## src/rtl/ubc_regs.svh

```systemverilog
// Offsets, field positions, reset values and count width of the break unit.
// ****************************************************************
// What this block does
// - Power-on reset clears the whole break control register to zero.
// - Unused bits 31-22, 19-16, 9-8, 5-4, 2-1 read as zero.
// - Channel A ASID mask zero compares ASID; one ignores ASID.
// - Channel B ASID mask zero compares ASID; one ignores ASID.
// - Match flags are set by hardware, cleared only by writing zero.
// - Bit 15 sets on a processor cycle matching channel A.
// - Bit 14 sets on a processor cycle matching channel B.
// - Bit 13 sets on a DMA cycle matching channel A.
// - Bit 12 sets on a DMA cycle matching channel B.
// - Bit 11 enables program counter tracing; zero disables it.
// - Bit 10 picks before or after execution for any channel A break without a channel B break.
// - Bit 7 adds the data bus match to channel B's condition.
// - Bit 6 picks before or after execution for channel B fetch.
// - Bit 3 selects independent or sequential A-then-B evaluation.
// - Bit 0 enables execution-count break on channel B only.
// - Each qualifying channel B match (after A in sequential mode) decrements a count above one; break when count is one.
// ****************************************************************
`ifndef UBC_REGS_SVH
`define UBC_REGS_SVH
`define UBC_CTRL_OFFSET   12'h000
`define UBC_COUNT_OFFSET  12'h004
`define UBC_IRQ_STAT_OFF  12'h008
`define UBC_IRQ_MASK_OFF  12'h00c
`define UBC_CTRL_RESET    32'h0000_0000
`define UBC_CTRL_RW_MASK  32'h0030_fcc9
`define UBC_BIT_ASM_A     21
`define UBC_BIT_ASM_B     20
`define UBC_BIT_FCA       15
`define UBC_BIT_FCB       14
`define UBC_BIT_FDA       13
`define UBC_BIT_FDB       12
`define UBC_BIT_PC_TRACE_ENABLE      11
`define UBC_BIT_AFT_A     10
`define UBC_BIT_DBE_B     7
`define UBC_BIT_AFT_B     6
`define UBC_BIT_SEQ       3
`define UBC_BIT_EXEC_COUNT_BREAK_ENABLE      0
`define UBC_COUNT_W       12
`endif

```

## src/rtl/ubc_pkg.sv

```systemverilog
// Types shared by the break control register logic.
package ubc_pkg;
  typedef struct packed {
    logic       valid;
    logic       is_fetch;
    logic [7:0] asid;
    logic       addr_hit;
    logic       data_hit;
  } ubc_cycle_type;
  typedef struct packed {
    logic a;
    logic b;
  } ubc_chan_type;
  typedef enum logic [0:0] {
    UBC_SEQ_IDLE  = 1'b0,
    UBC_SEQ_ARMED = 1'b1
  } ubc_seq_type;
endpackage

```

## src/rtl/ubc_break_ctrl.sv

```systemverilog
// Break control register, match flags and break issue of the break unit.
//
// Decided for this implementation: the APB register port and the register addresses.
`include "ubc_regs.svh"
module ubc_break_ctrl #(
  parameter int ASID_W = 8
) (
  input  wire logic               pclk,
  input  wire logic               presetn,
  input  wire logic               psel,
  input  wire logic               penable,
  input  wire logic               pwrite,
  input  wire logic [11:0]        paddr,
  input  wire logic [31:0]        pwdata,
  output logic [31:0]             prdata,
  output logic                    pready,
  output logic                    pslverr,
  input  wire ubc_pkg::ubc_cycle_type cpu_cyc_a,
  input  wire ubc_pkg::ubc_cycle_type cpu_cyc_b,
  input  wire ubc_pkg::ubc_cycle_type dma_cyc_a,
  input  wire ubc_pkg::ubc_cycle_type dma_cyc_b,
  input  wire logic [7:0]         break_asid_chan_a,
  input  wire logic [7:0]         break_asid_chan_b,
  output logic                    user_break,
  output logic                    break_after_exec,
  output logic                    pc_trace_enable,
  output logic                    irq
);
  import ubc_pkg::*;

  initial
  begin
    if (ASID_W != 8)
    begin
      $error("ASID width must be 8.");
    end
  end

  // ****************************************************************
  // Condition evaluation
  // ****************************************************************
  logic [31:0]              ctrl_ff;
  logic [`UBC_COUNT_W-1:0]  exec_count_remaining_ff;
  ubc_seq_type              seq_ff;
  logic [1:0]               irq_stat_ff;
  logic [1:0]               irq_mask_ff;
  logic                     user_break_ff;
  logic                     after_ff;
  logic [31:0]              prdata_ff;

  logic asid_mask_chan_a;
  logic asid_mask_chan_b;
  logic data_compare_enable_b;
  logic sequential_select;
  logic exec_count_break_enable;
  assign asid_mask_chan_a        = ctrl_ff[`UBC_BIT_ASM_A];
  assign asid_mask_chan_b        = ctrl_ff[`UBC_BIT_ASM_B];
  assign data_compare_enable_b   = ctrl_ff[`UBC_BIT_DBE_B];
  assign sequential_select       = ctrl_ff[`UBC_BIT_SEQ];
  assign exec_count_break_enable = ctrl_ff[`UBC_BIT_EXEC_COUNT_BREAK_ENABLE];

  function automatic logic hit_a(input ubc_cycle_type c,
                                 input logic [7:0] asid,
                                 input logic mask);
    hit_a = c.valid && c.addr_hit && (mask || c.asid == asid);
  endfunction

  ubc_chan_type cpu_hit;
  ubc_chan_type dma_hit;
  logic         hit_any_a;
  logic         hit_any_b;
  logic         fetch_b;
  always_comb
  begin
    cpu_hit.a = hit_a(cpu_cyc_a, break_asid_chan_a, asid_mask_chan_a);
    dma_hit.a = hit_a(dma_cyc_a, break_asid_chan_a, asid_mask_chan_a);
    cpu_hit.b = hit_a(cpu_cyc_b, break_asid_chan_b, asid_mask_chan_b)
                && (!data_compare_enable_b || cpu_cyc_b.data_hit);
    dma_hit.b = hit_a(dma_cyc_b, break_asid_chan_b, asid_mask_chan_b)
                && (!data_compare_enable_b || dma_cyc_b.data_hit);
    hit_any_a = cpu_hit.a || dma_hit.a;
    hit_any_b = cpu_hit.b || dma_hit.b;
    fetch_b   = (cpu_hit.b && cpu_cyc_b.is_fetch)
                || (dma_hit.b && dma_cyc_b.is_fetch);
  end

  // ****************************************************************
  // Register bus and control state
  // ****************************************************************
  // The slave answers in the access cycle itself, so pready is constant.
  logic wr_en;
  logic rd_en;
  logic addr_ok;
  assign wr_en   = psel && penable && pwrite;
  assign rd_en   = psel && !penable && !pwrite;
  assign addr_ok = paddr == `UBC_CTRL_OFFSET || paddr == `UBC_COUNT_OFFSET
                   || paddr == `UBC_IRQ_STAT_OFF
                   || paddr == `UBC_IRQ_MASK_OFF;

  logic [31:0]             nxt_ctrl;
  logic [`UBC_COUNT_W-1:0] nxt_count;
  ubc_seq_type             nxt_seq;
  logic [1:0]              nxt_irq_stat;
  logic [1:0]              nxt_irq_mask;
  logic                    nxt_user_break;
  logic                    nxt_after;
  logic [31:0]             nxt_prdata;
  logic                    b_qualifies;
  logic                    brk_a;
  logic                    brk_b;
  logic [3:0]              flag_set;
  logic [3:0]              flag_keep;

  always_comb
  begin
    nxt_ctrl     = ctrl_ff;
    nxt_count    = exec_count_remaining_ff;
    nxt_seq      = seq_ff;
    nxt_irq_mask = irq_mask_ff;
    nxt_prdata   = prdata_ff;
    if (wr_en && paddr == `UBC_CTRL_OFFSET)
    begin
      // Unused bits never store, so they read back as zero.
      nxt_ctrl = pwdata & `UBC_CTRL_RW_MASK;
      // A written one keeps the flag; only zero clears.
      flag_keep = ctrl_ff[15:12] & pwdata[15:12];
      nxt_ctrl[15:12] = flag_keep;
    end
    else
    begin
      flag_keep = ctrl_ff[15:12];
    end
    flag_set = {cpu_hit.a, cpu_hit.b, dma_hit.a, dma_hit.b};
    // Hardware set wins over a software clear in the same cycle.
    nxt_ctrl[15:12] = flag_keep | flag_set;

    // Sequential mode: B counts only once A has been seen.
    b_qualifies = hit_any_b
                  && (!sequential_select || seq_ff == UBC_SEQ_ARMED);
    brk_a = hit_any_a && !sequential_select;
    brk_b = b_qualifies;
    if (sequential_select && hit_any_a)
    begin
      nxt_seq = UBC_SEQ_ARMED;
    end
    if (b_qualifies)
    begin
      nxt_seq = UBC_SEQ_IDLE;
    end
    if (!sequential_select)
    begin
      nxt_seq = UBC_SEQ_IDLE;
    end
    if (b_qualifies && exec_count_break_enable)
    begin
      // Break only on the match that finds the count already at one.
      brk_b = exec_count_remaining_ff == `UBC_COUNT_W'(1);
      if (exec_count_remaining_ff > `UBC_COUNT_W'(1))
      begin
        nxt_count = exec_count_remaining_ff - `UBC_COUNT_W'(1);
      end
    end
    if (wr_en && paddr == `UBC_COUNT_OFFSET)
    begin
      nxt_count = pwdata[`UBC_COUNT_W-1:0];
    end
    if (wr_en && paddr == `UBC_IRQ_MASK_OFF)
    begin
      nxt_irq_mask = pwdata[1:0];
    end
    nxt_irq_stat = irq_stat_ff;
    if (wr_en && paddr == `UBC_IRQ_STAT_OFF)
    begin
      nxt_irq_stat = irq_stat_ff & ~pwdata[1:0];
    end
    nxt_irq_stat = nxt_irq_stat | {brk_b, brk_a};
    nxt_user_break = brk_a || brk_b;
    // A channel B break uses the B bit on fetches, else before; a break on channel A alone uses the A bit.
    nxt_after = brk_b ? (fetch_b && ctrl_ff[`UBC_BIT_AFT_B])
                      : ctrl_ff[`UBC_BIT_AFT_A];
    if (!nxt_user_break)
    begin
      nxt_after = 1'b0;
    end
    if (rd_en)
    begin
      case (paddr)
        `UBC_CTRL_OFFSET:  nxt_prdata = ctrl_ff & `UBC_CTRL_RW_MASK;
        `UBC_COUNT_OFFSET: nxt_prdata = {20'h0_0000, exec_count_remaining_ff};
        `UBC_IRQ_STAT_OFF: nxt_prdata = {30'h0, irq_stat_ff};
        `UBC_IRQ_MASK_OFF: nxt_prdata = {30'h0, irq_mask_ff};
        default:           nxt_prdata = 32'h0000_0000;
      endcase
    end
  end

  always_ff @(posedge pclk or negedge presetn)
  begin
    if (!presetn)
    begin
      ctrl_ff                 <= `UBC_CTRL_RESET;
      exec_count_remaining_ff <= '0;
      seq_ff                  <= UBC_SEQ_IDLE;
      irq_stat_ff             <= 2'h0;
      irq_mask_ff             <= 2'h0;
      user_break_ff           <= 1'b0;
      after_ff                <= 1'b0;
      prdata_ff               <= 32'h0000_0000;
    end
    else
    begin
      ctrl_ff                 <= nxt_ctrl;
      exec_count_remaining_ff <= nxt_count;
      seq_ff                  <= nxt_seq;
      irq_stat_ff             <= nxt_irq_stat;
      irq_mask_ff             <= nxt_irq_mask;
      user_break_ff           <= nxt_user_break;
      after_ff                <= nxt_after;
      prdata_ff               <= nxt_prdata;
    end
  end

  logic irq_ff;
  logic slverr_ff;
  always_ff @(posedge pclk or negedge presetn)
  begin
    if (!presetn)
    begin
      irq_ff    <= 1'b0;
      slverr_ff <= 1'b0;
    end
    else
    begin
      irq_ff    <= |(nxt_irq_stat & nxt_irq_mask);
      slverr_ff <= psel && !penable && !addr_ok;
    end
  end

  assign prdata           = prdata_ff;
  assign pready           = 1'b1;
  assign pslverr          = slverr_ff;
  assign user_break       = user_break_ff;
  assign break_after_exec = after_ff;
  assign pc_trace_enable  = ctrl_ff[`UBC_BIT_PC_TRACE_ENABLE];
  assign irq              = irq_ff;
endmodule

```

## config.mk

```make
export PLATFORM = sky130hd
export DESIGN_NAME = ubc_break_ctrl
export DESIGN_NICKNAME = d
export VERILOG_FILES = /design/src/rtl/ubc_pkg.sv /design/src/rtl/ubc_break_ctrl.sv
export VERILOG_INCLUDE_DIRS = /design/src /design/src/rtl
export SDC_FILE = /design/constraint.sdc
export NUM_CORES = 1
export LEC_CHECK = 0
export BUFFER_PORTS_ARGS = -buffer_cell sky130_fd_sc_hd__buf_4
export CELL_PAD_IN_SITES_DETAIL_PLACEMENT = 1
export CELL_PAD_IN_SITES_GLOBAL_PLACEMENT = 1
export CORE_MARGIN = 2
export CORE_UTILIZATION = 32
export DETAILED_ROUTE_END_ITERATION = 7
export PLACE_DENSITY = 0.86
export SYNTH_ARGS = -nofsm -noshare
export SYNTH_HDL_FRONTEND = slang
export SYNTH_SLANG_ARGS = --single-unit
```

## constraint.sdc

```tcl
create_clock -name pclk -period 2.7 [get_ports pclk]
set_input_delay 0.54 -clock pclk [delete_from_list [all_inputs] [get_ports pclk]]
set_output_delay 0.54 -clock pclk [all_outputs]
set_load 0.02 [all_outputs]
```

==> impl_metrics.csv <==
group,metric,value,unit
floorplanning,io_pins,151,
yosys,syn_avg_cell_area,8.95,µm²
global_route,grt_usage,18.2,%
yosys,synth.yosys.seq_area_share,43.2,%
global_route,grt_overflow,0,
yosys,async_flop_share,100,%
placed_design,gp_congestion,0.847,
setup_path,crit_buf_inv,1,
placed_design,detailed_place_hpwl,7.02,mm
power,intPower,0.00123,W
cells_and_area,nets,563,
run_status,status,"finished, final reports clean",
clocking,hold_buffers,0,
cells_and_area,area_growth,36.8,%
cells_and_area,final_cell_mix,"buf_4 (123), nand2_1 (75), dfrtp_1 (51)",
power,fin_total_pwr,0.00164,W
clocking,cts_setup_buffers,0,
setup_path,worst_path_most_repeated_cell,"nand2_1",
cells_and_area,drive_gt1_share,32.7,%
detailed_routing,firstDrtPassIters,4,
floorplanning,die-area,10000,µm²
power,swShare,24.8,%
clocking,ctsHtreeMaxLevel,2,
floorplanning,die_w,100,µm
floorplanning,core,9110,µm²
power,power_frac_clock,34.1,%
clocking,clkTransAtPathRegs,100,ps
setup_path,crit_type,"in -> reg",
sta,rsz0062_at_grt,"no",
clocking,cts_root_buffer,"clkbuf_8",
power,p_leak,1.98,nW
detailed_routing,via_per_inst,4.98,
clocking,cts_tree,"done",
global_route,grt_pass1_vias,2999,
global_route,antenna_found_initial,0,
placed_design,io_buffer_count,117,
yosys,ys_ff_latch,51,
setup_path,crit_chain,"buf_4, nor4_1, nand3_1, nor3_1, nand2_1, o21ai_0, nand2_1",
global_route,grt_pass1_wl,14.4,mm
detailed_routing,ant_nets,0,
sta,finalSetupViolCount,0,
detailed_routing,drt-wirelength-per-cell,15.8,µm
worst_hold_path,hold_path_class,"in -> async",
cells_and_area,final_common_cell,"buf_4",
detailed_routing,via_count,2791,
yosys,synthCells,330,
power,comb_power_share,17.4,%
sta,slew_headroom,55.4,%
setup_path,path_max_fanout,11,
clocking,cts.sink_count,51,
sta,min_period,2230,ps
setup_path,critPathMaxStageDelay,390,ps
setup_path,start_kind,"primary input",
clocking,cts_buffers,5,
sta,slew_violations,0,
setup_path,required,2900,ps
flow_run,drv_cap,0,
yosys,yosys_most_used_dff,"dfrtp_1",
cells_and_area,finish.utilization,44.4,%
power,switching_power,0.000407,W
yosys,yosys.area.top_type,"dfrtp_1",
sta,hold_viol_final,0,
floorplanning,die_y,100,µm
yosys,ys_types,47,
sta,hold_ws,263,ps
yosys,yosysWarnings,0,
power,power_density,406,nW/µm²
sta,setup-tns-final,0,ps
clocking,insertion_delay,310,ps
yosys,synth_top_cell_area_share,43.2,%
setup_path,arrival,2430,ps
sta,skew,12.3,ps
sta,worstMarginPinSlew,668,ps
floorplanning,rows,35,
detailed_routing,drtIter0Drc,115,
sta,fmax,0.448,GHz
setup_path,crit_family,"simple AND/OR/NAND/NOR gates",
global_route,grt_max_degree,52,
floorplanning,start_util,32.4,%
detailed_routing,wl,8.85,mm
setup_path,end_kind,"register",
clocking,ctsLongestPathBuffers,2,
detailed_routing,drc,0,
power,pwr-share-seq,48.5,%
yosys,synthTopCellsByArea,"dfrtp_1 (43%), nand2_1 (9.5%), xor2_1 (7.4%), xnor2_1 (5.0%), buf_4 (3.8%)",
yosys,synthesis.area,2950,µm²
cells_and_area,diodes,0,
power,worst_ir_drop_vdd,0.199,mV
sta,period_share,82.8,%
yosys,synth-edff-count,0,
clocking,cts_resized,0,
setup_path,cp_slowest_cell,"nand3_1",
==> layer usage <==
metal  global-route usage, %  part of all wire [%]  up-vias
met2                    32.9                    52       94
met3                    3.55                   6.9       12
li1                        -                     -     1337
met4                    5.06                   1.5        0
met1                    22.0                    40     1348
met5                       0                     0        -
==> Yosys cell counts, drive strengths merged, types with 6 or more instances <==
cell type  number
nand4           8
nor4           10
nand3          17
xor2           25
a21oi           6
xnor2          17
nor2           21
dfrtp          51
clkbuf          8
o21ai          20
buf            17
nand2          75
==> cell families (layout without fill, tap and decap cells) <==
logic type      count (synthesis)  count (layout)  share of synthesized area, %
fa+ha+maj                       2               2                         0.847
mux                             4               4                          1.86
compound gates                 45              45                          9.53
xor+xnor                       42              42                          12.5
other cells                     2              15                         0.254
simple gates                  156             156                          26.3
buf+inv                        28             134                          5.55
flops                          51              51                          43.2
==> area by class of cell <==
type                            count  area (µm²)
Tap cell                          111         139
Fill cell                        1118        5070
Clock inverter                      2        35.0
Inverter                            3        11.3
Clock buffer                        6        82.6
Multi-Input combinational cell    264        1570
Timing Repair Buffer              123         923
Sequential cell                    51        1280
==> path summary, 6_finish.rpt <==
kind | startpoint | endpoint | slack [ps] | depth (start not counted)
max reg2reg | exec_count_remaining_ff[5] | exec_count_remaining_ff[10] | 540 | 6
min | presetn | prdata[9] | 260 | 1
min reg2reg | prdata[20] | prdata[20] | 480 | 2
max | paddr[5] | ctrl_ff[13] | 470 | 7
min in group pclk | pwdata[21] | ctrl_ff[21] | 420 | 3
max in group asynchronous | presetn | irq_stat_ff[0] | 2000 | 1
==> state kept, by name, summed over array words and instances, names as in the netlist <==
name                     cells
ctrl_ff                     12
seq_ff                       1
user_break                   1
irq                          1
exec_count_remaining_ff     12
pslverr                      1
irq_stat_ff                  2
irq_mask_ff                  2
prdata                      18
break_after_exec             1
==> power groups by stage <==
stage                     Combinational (W)  Sequential (W)  Clock, W
final                              0.000285        0.000795  0.000559
after floorplan                    0.000112        0.000824         0
after global routing               0.000312        0.000798  0.000599
after global placement             0.000279        0.000810         0
after CTS                          0.000289        0.000795  0.000572
after detailed placement           0.000288        0.000811         0
==> through the flow <==
| step | cells | area [µm²] | setup WS [ps] |
|---|---|---|---|
| floorplan | 343 | 3000 | 702 |
| global placement | 552 | 3920 | 310 |
| detailed placement | 552 | 3920 | 104 |
| CTS | 560 | 4040 | 442 |
| global route | 560 | 4040 | 251 |
| finish | 560 | 4040 | 465 |
Power figures use the tool's default switching activity.
